[src/logic/iss_pkg.sv]
// shared constants, state encoding and carrier structs for the two-wire slave engine
package iss_pkg;

    // widths
    localparam int DATA_W      = 8;
    localparam int ADDR_W      = 10;
    localparam int ADDR7_W     = 7;
    localparam int ADDR_HI_LSB = 8;
    localparam int PREFIX_LSB  = 3;
    localparam int FIFO_DEPTH  = 16;

    // bit counting within a byte
    localparam logic [3:0] BIT_ZERO      = 4'h0;
    localparam logic [3:0] BIT_STEP      = 4'h1;
    localparam logic [3:0] BITS_PER_BYTE = 4'h8;

    // fixed high bits of a ten-bit address first byte
    localparam logic [4:0] TEN_BIT_PREFIX = 5'h1e;

    // reset values
    localparam logic [DATA_W-1:0] DATA_RST    = 8'h00;
    localparam logic              RELEASE_RST = 1'b1;

    // gray codes along idle, address, ack, receive; transmit branch continues the walk
    typedef enum logic [2:0] {
        ISS_IDLE  = 3'h0,
        ISS_ADDR  = 3'h1,
        ISS_ACK   = 3'h3,
        ISS_RX    = 3'h2,
        ISS_TX    = 3'h6,
        ISS_MACK  = 3'h7,
        ISS_ADDR2 = 3'h5
    } iss_state_t;

    // static configuration from software
    typedef struct packed {
        logic              module_on_bit;
        logic              ten_bit_addr_mode;
        logic              stretch_enable;
        logic [ADDR_W-1:0] own_address_reg;
    } iss_ctrl_t;

    // status seen by software
    typedef struct packed {
        logic [DATA_W-1:0] receive_buffer;
        logic              rx_buffer_full;
        logic              tx_buffer_full;
        logic              rx_overflow_flag;
        logic              clock_release_bit;
        logic              ten_bit_match_flag;
    } iss_status_t;

endpackage

[src/logic/iss_fifo.sv]
// parameterised valid/ready fifo held in flip-flops
`timescale 1ns/1ps
module iss_fifo #(
    parameter int WIDTH = 8,
    parameter int DEPTH = 16
) (
    // clock and reset
    input  wire logic             clk_i,
    input  wire logic             rst_n_i,
    // fill side
    input  wire logic             in_valid_i,
    input  wire logic [WIDTH-1:0] in_data_i,
    output logic                  in_ready_o,
    // drain side
    output logic                  out_valid_o,
    output logic [WIDTH-1:0]      out_data_o,
    input  wire logic             out_ready_i
);
    localparam int PW = $clog2(DEPTH);
    localparam int CW = $clog2(DEPTH + 1);
    localparam logic [CW-1:0] FULL_CNT = CW'(DEPTH);
    localparam logic [CW-1:0] ZERO_CNT = CW'(0);
    localparam logic [PW-1:0] LAST_PTR = PW'(DEPTH - 1);

    logic [WIDTH-1:0] mem [DEPTH];
    logic [PW-1:0]    wr_ptr;
    logic [PW-1:0]    rd_ptr;
    logic [CW-1:0]    count;
    logic [CW-1:0]    next_count;
    logic             push;
    logic             pop;

    assign push       = in_valid_i & in_ready_o;
    assign pop        = out_valid_o & out_ready_i;
    assign out_data_o = mem[rd_ptr];

    always_comb begin
        case ({push, pop})
            2'b10:   next_count = count + CW'(1);
            2'b01:   next_count = count - CW'(1);
            default: next_count = count;
        endcase
    end

    // storage has no reset: nothing reads a slot before it is written
    always_ff @(posedge clk_i) begin
        if (push) begin
            mem[wr_ptr] <= in_data_i;
        end
    end

    always_ff @(posedge clk_i or negedge rst_n_i) begin
        if (!rst_n_i) begin
            wr_ptr      <= '0;
            rd_ptr      <= '0;
            count       <= ZERO_CNT;
            in_ready_o  <= 1'b0;
            out_valid_o <= 1'b0;
        end else begin
            if (push) begin
                wr_ptr <= (wr_ptr == LAST_PTR) ? '0 : wr_ptr + PW'(1);
            end
            if (pop) begin
                rd_ptr <= (rd_ptr == LAST_PTR) ? '0 : rd_ptr + PW'(1);
            end
            count       <= next_count;
            in_ready_o  <= (next_count != FULL_CNT);
            out_valid_o <= (next_count != ZERO_CNT);
        end
    end

endmodule // iss_fifo

[src/logic/iss_slave_top.sv]
// two-wire bus slave engine: addressing, byte transfer and clock stretching
`timescale 1ns/1ps
module iss_slave_top (
    // clock and reset
    input  wire logic                   clk_i,
    input  wire logic                   rst_n_i,
    // bus pins, open drain
    input  wire logic                   scl_i,
    output logic                        scl_o,
    output logic                        scl_oe_o,
    input  wire logic                   sda_i,
    output logic                        sda_o,
    output logic                        sda_oe_o,
    // configuration
    input  wire iss_pkg::iss_ctrl_t     ctrl_i,
    // software strobes
    input  wire logic                   rx_read_i,
    input  wire logic                   overflow_clear_i,
    input  wire logic                   release_set_i,
    input  wire logic                   release_clear_i,
    // transmit data stream
    input  wire logic                   tx_valid_i,
    input  wire logic [7:0]             tx_data_i,
    output logic                        tx_ready_o,
    // status and events
    output iss_pkg::iss_status_t        status_o,
    output logic                        slave_event_flag_o,
    output logic                        master_event_flag_o
);
    localparam int NPIN = 2;

    // pin synchronisers
    logic [NPIN-1:0] pin_raw;
    logic [NPIN-1:0] pin_meta;
    logic [NPIN-1:0] pin_sync;
    logic            scl_s;
    logic            sda_s;
    logic            scl_p;
    logic            sda_p;
    logic            scl_rise;
    logic            scl_fall;
    logic            start_det;
    logic            stop_det;

    // sequencing
    iss_pkg::iss_state_t state;
    iss_pkg::iss_state_t ack_next;
    iss_pkg::iss_state_t addr_next;
    logic [3:0]      bitcnt;
    logic [7:0]      rx_shift_reg;
    logic            ack_drive;
    logic            ack_data;
    logic            master_ack;
    logic            addr_ok;
    logic            hi_ok;
    logic            byte_done;
    logic            ack9_fall;
    logic            mack_fall;

    // buffers and flags
    logic [7:0]      receive_buffer;
    logic            rx_buffer_full;
    logic            rx_overflow_flag;
    logic [7:0]      transmit_register;
    logic            tx_buffer_full;
    logic [7:0]      tx_shift;
    logic            tx_loaded;
    logic            clock_release_bit;
    logic            ten_bit_match_flag;
    logic            auto_clear;
    logic            fifo_valid;
    logic [7:0]      fifo_data;
    logic            fifo_pop;
    logic            tx_start;
    logic            on;

    assign on      = ctrl_i.module_on_bit;
    assign pin_raw = {scl_i, sda_i};
    assign scl_s   = pin_sync[1];
    assign sda_s   = pin_sync[0];

    generate
        for (genvar g = 0; g < NPIN; g++) begin : g_sync
            always_ff @(posedge clk_i or negedge rst_n_i) begin
                if (!rst_n_i) begin
                    pin_meta[g] <= 1'b1;
                    pin_sync[g] <= 1'b1;
                end else begin
                    pin_meta[g] <= pin_raw[g];
                    pin_sync[g] <= pin_meta[g];
                end
            end
        end
    endgenerate

    always_ff @(posedge clk_i or negedge rst_n_i) begin
        if (!rst_n_i) begin
            scl_p <= 1'b1;
            sda_p <= 1'b1;
        end else begin
            scl_p <= scl_s;
            sda_p <= sda_s;
        end
    end

    assign scl_rise  = scl_s & ~scl_p;
    assign scl_fall  = ~scl_s & scl_p;
    assign start_det = scl_s & scl_p & sda_p & ~sda_s;
    assign stop_det  = scl_s & scl_p & ~sda_p & sda_s;

    assign byte_done = scl_fall && (bitcnt == iss_pkg::BITS_PER_BYTE)
                       && (state == iss_pkg::ISS_ADDR || state == iss_pkg::ISS_ADDR2 || state == iss_pkg::ISS_RX);
    assign ack9_fall = scl_fall && (state == iss_pkg::ISS_ACK);
    assign mack_fall = scl_fall && (state == iss_pkg::ISS_MACK);

    // address decode on the completed byte
    always_comb begin
        hi_ok = (rx_shift_reg[iss_pkg::DATA_W-1:iss_pkg::PREFIX_LSB] == iss_pkg::TEN_BIT_PREFIX)
                && (rx_shift_reg[2:1] == ctrl_i.own_address_reg[iss_pkg::ADDR_W-1:iss_pkg::ADDR_HI_LSB]);
        addr_ok   = 1'b0;
        addr_next = iss_pkg::ISS_IDLE;
        case (state)
            iss_pkg::ISS_ADDR: begin
                if (!ctrl_i.ten_bit_addr_mode) begin
                    addr_ok   = (rx_shift_reg[iss_pkg::DATA_W-1:1]
                                 == ctrl_i.own_address_reg[iss_pkg::ADDR7_W-1:0]);
                    addr_next = rx_shift_reg[0] ? iss_pkg::ISS_TX : iss_pkg::ISS_RX;
                end else if (hi_ok && !rx_shift_reg[0]) begin
                    addr_ok   = 1'b1;
                    addr_next = iss_pkg::ISS_ADDR2;
                end else if (hi_ok && rx_shift_reg[0] && ten_bit_match_flag) begin
                    addr_ok   = 1'b1;
                    addr_next = iss_pkg::ISS_TX;
                end
            end
            iss_pkg::ISS_ADDR2: begin
                addr_ok   = (rx_shift_reg == ctrl_i.own_address_reg[iss_pkg::DATA_W-1:0]);
                addr_next = iss_pkg::ISS_RX;
            end
            default: begin
                addr_ok   = 1'b0;
                addr_next = iss_pkg::ISS_IDLE;
            end
        endcase
    end

    // main sequencer; a start anywhere restarts address collection
    always_ff @(posedge clk_i or negedge rst_n_i) begin
        if (!rst_n_i) begin
            state        <= iss_pkg::ISS_IDLE;
            ack_next     <= iss_pkg::ISS_IDLE;
            bitcnt       <= iss_pkg::BIT_ZERO;
            rx_shift_reg <= iss_pkg::DATA_RST;
            ack_drive    <= 1'b0;
            ack_data     <= 1'b0;
            master_ack   <= 1'b0;
        end else if (!on || stop_det) begin
            state     <= iss_pkg::ISS_IDLE;
            ack_drive <= 1'b0;
        end else if (start_det) begin
            state  <= iss_pkg::ISS_ADDR;
            bitcnt <= iss_pkg::BIT_ZERO;
        end else begin
            case (state)
                iss_pkg::ISS_ADDR, iss_pkg::ISS_ADDR2, iss_pkg::ISS_RX: begin
                    if (scl_rise) begin
                        rx_shift_reg <= {rx_shift_reg[iss_pkg::DATA_W-2:0], sda_s};
                        bitcnt       <= bitcnt + iss_pkg::BIT_STEP;
                    end else if (byte_done) begin
                        if (state == iss_pkg::ISS_RX) begin
                            state     <= iss_pkg::ISS_ACK;
                            ack_next  <= iss_pkg::ISS_RX;
                            ack_data  <= 1'b1;
                            ack_drive <= !rx_buffer_full && !rx_overflow_flag;
                        end else if (addr_ok) begin
                            state     <= iss_pkg::ISS_ACK;
                            ack_next  <= addr_next;
                            ack_data  <= 1'b0;
                            ack_drive <= 1'b1;
                        end else begin
                            state <= iss_pkg::ISS_IDLE;
                        end
                    end
                end
                iss_pkg::ISS_ACK: begin
                    if (scl_fall) begin
                        state     <= ack_next;
                        bitcnt    <= iss_pkg::BIT_ZERO;
                        ack_drive <= 1'b0;
                    end
                end
                iss_pkg::ISS_TX: begin
                    if (scl_rise) begin
                        bitcnt <= bitcnt + iss_pkg::BIT_STEP;
                    end else if (scl_fall && bitcnt == iss_pkg::BITS_PER_BYTE) begin
                        state <= iss_pkg::ISS_MACK;
                    end
                end
                iss_pkg::ISS_MACK: begin
                    if (scl_rise) begin
                        master_ack <= !sda_s;
                    end else if (scl_fall) begin
                        state  <= master_ack ? iss_pkg::ISS_TX : iss_pkg::ISS_IDLE;
                        bitcnt <= iss_pkg::BIT_ZERO;
                    end
                end
                default: begin
                    bitcnt <= iss_pkg::BIT_ZERO;
                end
            endcase
        end
    end

    // ten-bit match flag; cleared by a stop so a fresh read cannot ride an old match
    always_ff @(posedge clk_i or negedge rst_n_i) begin
        if (!rst_n_i) begin
            ten_bit_match_flag <= 1'b0;
        end else if (!on || !ctrl_i.ten_bit_addr_mode || stop_det) begin
            ten_bit_match_flag <= 1'b0;
        end else if (byte_done && state == iss_pkg::ISS_ADDR2) begin
            ten_bit_match_flag <= addr_ok;
        end else if (byte_done && state == iss_pkg::ISS_ADDR) begin
            ten_bit_match_flag <= addr_ok && rx_shift_reg[0];
        end
    end

    // receive buffer and its flags; hardware set wins over software clear
    always_ff @(posedge clk_i or negedge rst_n_i) begin
        if (!rst_n_i) begin
            receive_buffer   <= iss_pkg::DATA_RST;
            rx_buffer_full   <= 1'b0;
            rx_overflow_flag <= 1'b0;
        end else begin
            if (byte_done && state == iss_pkg::ISS_RX && !rx_buffer_full) begin
                receive_buffer <= rx_shift_reg;
                rx_buffer_full <= 1'b1;
            end else if (rx_read_i) begin
                rx_buffer_full <= 1'b0;
            end
            if (byte_done && state == iss_pkg::ISS_RX && rx_buffer_full) begin
                rx_overflow_flag <= 1'b1;
            end else if (overflow_clear_i) begin
                rx_overflow_flag <= 1'b0;
            end
        end
    end

    // transmit register is fed from the fifo only while empty, so the fifo fills under stretch
    assign fifo_pop = fifo_valid && !tx_buffer_full;
    assign tx_start = (state == iss_pkg::ISS_TX) && !tx_loaded && tx_buffer_full;

    always_ff @(posedge clk_i or negedge rst_n_i) begin
        if (!rst_n_i) begin
            transmit_register <= iss_pkg::DATA_RST;
            tx_buffer_full    <= 1'b0;
        end else if (fifo_pop) begin
            transmit_register <= fifo_data;
            tx_buffer_full    <= 1'b1;
        end else if (tx_start) begin
            tx_buffer_full <= 1'b0;
        end
    end

    always_ff @(posedge clk_i or negedge rst_n_i) begin
        if (!rst_n_i) begin
            tx_shift  <= iss_pkg::DATA_RST;
            tx_loaded <= 1'b0;
        end else if (state != iss_pkg::ISS_TX && state != iss_pkg::ISS_MACK) begin
            tx_loaded <= 1'b0;
        end else if (mack_fall) begin
            tx_loaded <= 1'b0;
        end else if (tx_start) begin
            tx_shift  <= transmit_register;
            tx_loaded <= 1'b1;
        end else if (scl_fall && state == iss_pkg::ISS_TX && bitcnt != iss_pkg::BITS_PER_BYTE) begin
            tx_shift <= {tx_shift[iss_pkg::DATA_W-2:0], 1'b1};
        end
    end

    // automatic release clears at the ninth falling edge
    always_comb begin
        auto_clear = 1'b0;
        if (ack9_fall) begin
            if (ack_next == iss_pkg::ISS_TX) begin
                auto_clear = !tx_buffer_full;
            end else if (ack_next == iss_pkg::ISS_RX && ack_data) begin
                auto_clear = ctrl_i.stretch_enable && rx_buffer_full;
            end else if (ack_next == iss_pkg::ISS_ADDR2) begin
                auto_clear = ctrl_i.stretch_enable;
            end
        end else if (mack_fall) begin
            auto_clear = master_ack && !tx_buffer_full;
        end
    end

    // hardware clear wins over a software set in the same cycle
    always_ff @(posedge clk_i or negedge rst_n_i) begin
        if (!rst_n_i) begin
            clock_release_bit <= iss_pkg::RELEASE_RST;
        end else if (!on) begin
            clock_release_bit <= iss_pkg::RELEASE_RST;
        end else if (auto_clear) begin
            clock_release_bit <= 1'b0;
        end else if (release_set_i) begin
            clock_release_bit <= 1'b1;
        end else if (release_clear_i && ctrl_i.stretch_enable) begin
            clock_release_bit <= 1'b0;
        end
    end

    // hold only once the line is seen low, so the high time is never cut short
    always_ff @(posedge clk_i or negedge rst_n_i) begin
        if (!rst_n_i) begin
            scl_oe_o <= 1'b0;
        end else begin
            scl_oe_o <= on && !clock_release_bit && (scl_oe_o || !scl_s);
        end
    end

    always_ff @(posedge clk_i or negedge rst_n_i) begin
        if (!rst_n_i) begin
            sda_oe_o <= 1'b0;
        end else begin
            sda_oe_o <= on && ((state == iss_pkg::ISS_ACK && ack_drive)
                               || (state == iss_pkg::ISS_TX && tx_loaded && !tx_shift[iss_pkg::DATA_W-1]));
        end
    end

    // open-drain pins only ever pull low
    always_ff @(posedge clk_i or negedge rst_n_i) begin
        if (!rst_n_i) begin
            scl_o <= 1'b0;
            sda_o <= 1'b0;
        end else begin
            scl_o <= 1'b0;
            sda_o <= 1'b0;
        end
    end

    // no master engine here, so the master event never fires
    always_ff @(posedge clk_i or negedge rst_n_i) begin
        if (!rst_n_i) begin
            slave_event_flag_o  <= 1'b0;
            master_event_flag_o <= 1'b0;
        end else begin
            slave_event_flag_o  <= ack9_fall || mack_fall;
            master_event_flag_o <= 1'b0;
        end
    end

    assign status_o = '{
        receive_buffer:     receive_buffer,
        rx_buffer_full:     rx_buffer_full,
        tx_buffer_full:     tx_buffer_full,
        rx_overflow_flag:   rx_overflow_flag,
        clock_release_bit:  clock_release_bit,
        ten_bit_match_flag: ten_bit_match_flag
    };

    iss_fifo #(
        .WIDTH (iss_pkg::DATA_W),
        .DEPTH (iss_pkg::FIFO_DEPTH)
    ) u_tx_fifo (
        .clk_i       (clk_i),
        .rst_n_i     (rst_n_i),
        .in_valid_i  (tx_valid_i),
        .in_data_i   (tx_data_i),
        .in_ready_o  (tx_ready_o),
        .out_valid_o (fifo_valid),
        .out_data_o  (fifo_data),
        .out_ready_i (fifo_pop)
    );

endmodule // iss_slave_top

[config.mk]
export PLATFORM = sky130hd
export DESIGN_NAME = iss_slave_top
export DESIGN_NICKNAME = d
export VERILOG_FILES = /design/src/logic/iss_pkg.sv /design/src/logic/iss_fifo.sv /design/src/logic/iss_slave_top.sv
export SDC_FILE = /design/constraint.sdc
export NUM_CORES = 1
export LEC_CHECK = 0
export BUFFER_PORTS_ARGS = -buffer_cell sky130_fd_sc_hd__buf_2
export CAP_MARGIN = 40
export CORE_MARGIN = 4
export CORE_UTILIZATION = 50
export DETAILED_ROUTE_END_ITERATION = 7
export PLACE_DENSITY = 0.7
export SLEW_MARGIN = 40
export SYNTH_ARGS = -nofsm -noshare
export SYNTH_HDL_FRONTEND = slang
export SYNTH_SLANG_ARGS = --single-unit
[constraint.sdc]
create_clock -name clk_i -period 3.89 [get_ports clk_i]
set_input_delay 0.778 -clock clk_i [delete_from_list [all_inputs] [get_ports clk_i]]
set_output_delay 0.778 -clock clk_i [all_outputs]
set_load 0.1 [all_outputs]
==> flow_metrics.tcl <==
set metrics [dict create \
    outcome "finished clean" \
    final-max-slew-violation-count 0 \
    cp_slowest_stage_delay_ps 500 \
    layout_common_cells "128 x edfxtp_1, 66 x dfrtp_1, 47 x buf_2, 42 x nand2_1, 39 x o21ai_0" \
    ir_drop_v 0.0004542 \
    ys_types 65 \
    pwr_density_cell_mw_per_mm2 551.9 \
    cp-start-kind "register" \
    grt_antenna_before_repair 0 \
    hold_buffers 0 \
    clockBufferDepth 3 \
    area_growth_pct 13.44 \
    viasPerCell 5.720 \
    end_kind "register" \
    htreeDepth 1 \
    maxCapViolations 0 \
    worst_r2r_startpoint "tx_buffer_full$_DFFE_PN0P_" \
    total_power_mw 5.584 \
    grt-busiest-layer "met2" \
    crit_buf_inv 2 \
    synth-seq-cells 203 \
    finalCriticalPeriod_ps 3002 \
    synthMuxAreaShare_pct 11.15 \
    ys_async_sr_fraction_pct 36.95 \
    netlist_instances 629 \
    min_period_over_period_pct 77.17 \
    synth_fa_ha_area_share_pct 1.768 \
    yosysSeqAreaShare_pct 64.24 \
    core_area_mm2 0.01742 \
    clk_latency_ps 500 \
    tightest_slew_ps 787.5 \
    remaining_drc_errors 0 \
    critical_path.slowest_cell "dfrtp_1" \
    dieArea_mm2 0.02004 \
    io_pins 50 \
    gp_congestion 0.8497 \
    tns_ps 0 \
    largest_register_ffs 128 \
    fmax_mhz 333.1 \
    cpMostUsedCell "inv_1" \
    finalWirelength_um 18190 \
    dieHeight_um 141.6 \
    cts_resized 0 \
    critPathKind "reg -> reg" \
    cp.depth 10 \
    final_common_cell "edfxtp_1" \
    track_usage_pct 18.52 \
    final.setup_skew_ps 14.64 \
    hold_violations 0 \
    drive_gt1_share_pct 24.39 \
    post-dp-hpwl_um 12040 \
    cts_inserted_buffers 23 \
    start_util_pct 51.21 \
    synth_edf_count 128 \
    grt_start_max_net_pins 76 \
    ant_nets 0 \
    cts-root-buf "clkbuf_16" \
    worstPathCellList "nand2b_1, inv_1, ha_1, inv_1, fa_1, nor2b_1, o21ai_0, and3_1, o31a_1, or4_1" \
    min_path_type "in -> async" \
    grt_pass1_vias 5401 \
    grt_util_met3_pct 2.393 \
    postCtsSetupBuffers 0 \
    mappedNetlistArea_mm2 0.008919 \
    reg2reg_depth 10 \
    critPathRequiredTime_ps 4260 \
    final_nets 718 \
    rows 48 \
    leakage_nw 3.772 \
    port_buffers 46 \
    die_x_um 141.6 \
    use_met1_pct 25.10 \
    synth-compound-area-share_pct 8.726 \
    largest-register "u_tx_fifo.mem" \
    crit_path_max_fanout 7 \
    drtIter0Drc 348 \
    grt_overflow 0 \
    dr_total_vias 5251 \
    clk_pin_slew_ps 60 \
    yosys.area_share.xor_xnor_pct 2.357 \
    rsz0062_at_grt "false" \
    yosysWarnings 0 \
    cp.arrival_ps 3370 \
    slew_headroom_pct 47.30 \
    critPathTopFamily "simple AND/OR/NAND/NOR gates" \
    first_pass_iters 7 \
    setup_viol 0 \
    clock_sinks 203 \
    cts_tree "yes" \
    postSynthAreaPerCell_um2 14.18 \
    startpoint "tx_buffer_full$_DFFE_PN0P_" \
    wl_per_cell_um 19.81 \
    synth_simple_gate_area_share_pct 8.558 \
    n_antenna_cell 0 \
    use_met2_pct 31.68 \
    synth_top_family_by_area "multiplexers" \
    fill_cells 1356 \
    grt_pass1_wl_um 29460 \
    synthFlopType "edfxtp_1" \
]
==> cell usage after synthesis, types with 6 or more instances <==
library cell / n / area [um^2]
inv_1: 20 / 75.07
dfrtp_1: 68 / 1702
ha_1: 11 / 137.6
buf_4: 14 / 105.1
dfstp_2: 7 / 183.9
o22ai_1: 9 / 56.30
xnor2_1: 14 / 122.6
nor2_1: 29 / 108.9
nand2_1: 42 / 157.7
xor2_1: 10 / 87.58
mux4_2: 24 / 540.5
nor3_1: 7 / 35.03
mux2i_1: 18 / 180.2
clkbuf_1: 18 / 67.56
a31oi_1: 10 / 62.56
a21oi_1: 12 / 60.06
o21ai_0: 39 / 195.2
mux2_2: 23 / 259.0
nor2b_1: 6 / 37.54
buf_2: 6 / 30.03
a21boi_0: 9 / 67.56
edfxtp_1: 128 / 3844
o31ai_1: 9 / 67.56
nand2b_1: 19 / 118.9
nand3_1: 6 / 30.03
==> worst paths after layout <==
check                                                       end  slack [ps]
max in group asynchronous       u_tx_fifo.rd_ptr[1]$_DFFE_PN0P_        3070
worst max-delay path            u_tx_fifo.out_valid_o$_DFF_PN0_         890
worst min-delay path                    ack_next[1]$_DFFE_PN0P_         270
min in group clk_i                              sda_s$_DFF_PN1_         360
worst max register to register  u_tx_fifo.out_valid_o$_DFF_PN0_         890
worst min register to register                  sda_s$_DFF_PN1_         360
==> logic make-up after synthesis <==
| family | Yosys count |
|---|---|
| flip-flops | 203 |
| AND/OR/NAND/NOR | 145 |
| AO/OA/AOI/OAI | 119 |
| multiplexers | 66 |
| buffers and inverters | 59 |
| XOR/XNOR | 24 |
| adder cells (fa/ha/maj) | 12 |
| other | 1 |
==> per-stage QoR <==
step                util, %  instance area, um^2  cells  hold slack (ps)  setup slack [ps]
floorplan                 -                 8926    631            345.2             570.5
global placement      53.61                 9336    874            347.5             607.7
detailed placement    53.64                 9341    874            346.8             513.2
CTS                   57.87                10080    916            307.6             890.3
global route          58.09                10120    918            356.7             693.7
finish                58.09                10120    918            266.5             888.1
==> area by class of cell <==
class,instances,area (um^2),area share (%)
Multi-Input combinational cell,369,2949,29.15
Timing Repair Buffer,59,341.6,3.376
Clock inverter,12,116.4,1.150
Tap cell,225,281.5,2.783
Sequential cell,203,5732,56.65
Clock buffer,30,621.8,6.146
Inverter,20,75.07,0.7420
==> metal layers <==
| metal | vias to the layer above | part of all wire [%] | wire length (um) |
|---|---|---|---|
| li1 | 2449 | - | - |
| met1 | 2641 | 43 | 7779 |
| met2 | 132 | 51 | 9276 |
| met3 | 29 | 3.8 | 698 |
| met4 | 0 | 2.4 | 431 |
| met5 | - | 0 | 0 |
==> where the power goes <==
group	leakage (nW)	switching, mW	total, mW	internal, mW
Clock	0.364	0.830	2.09	1.26
Sequential	2.12	0.136	2.65	2.52
Combinational	1.29	0.491	0.837	0.346
Total	3.77	1.46	5.58	4.13
No activity file was read; power rests on OpenSTA's default activity.
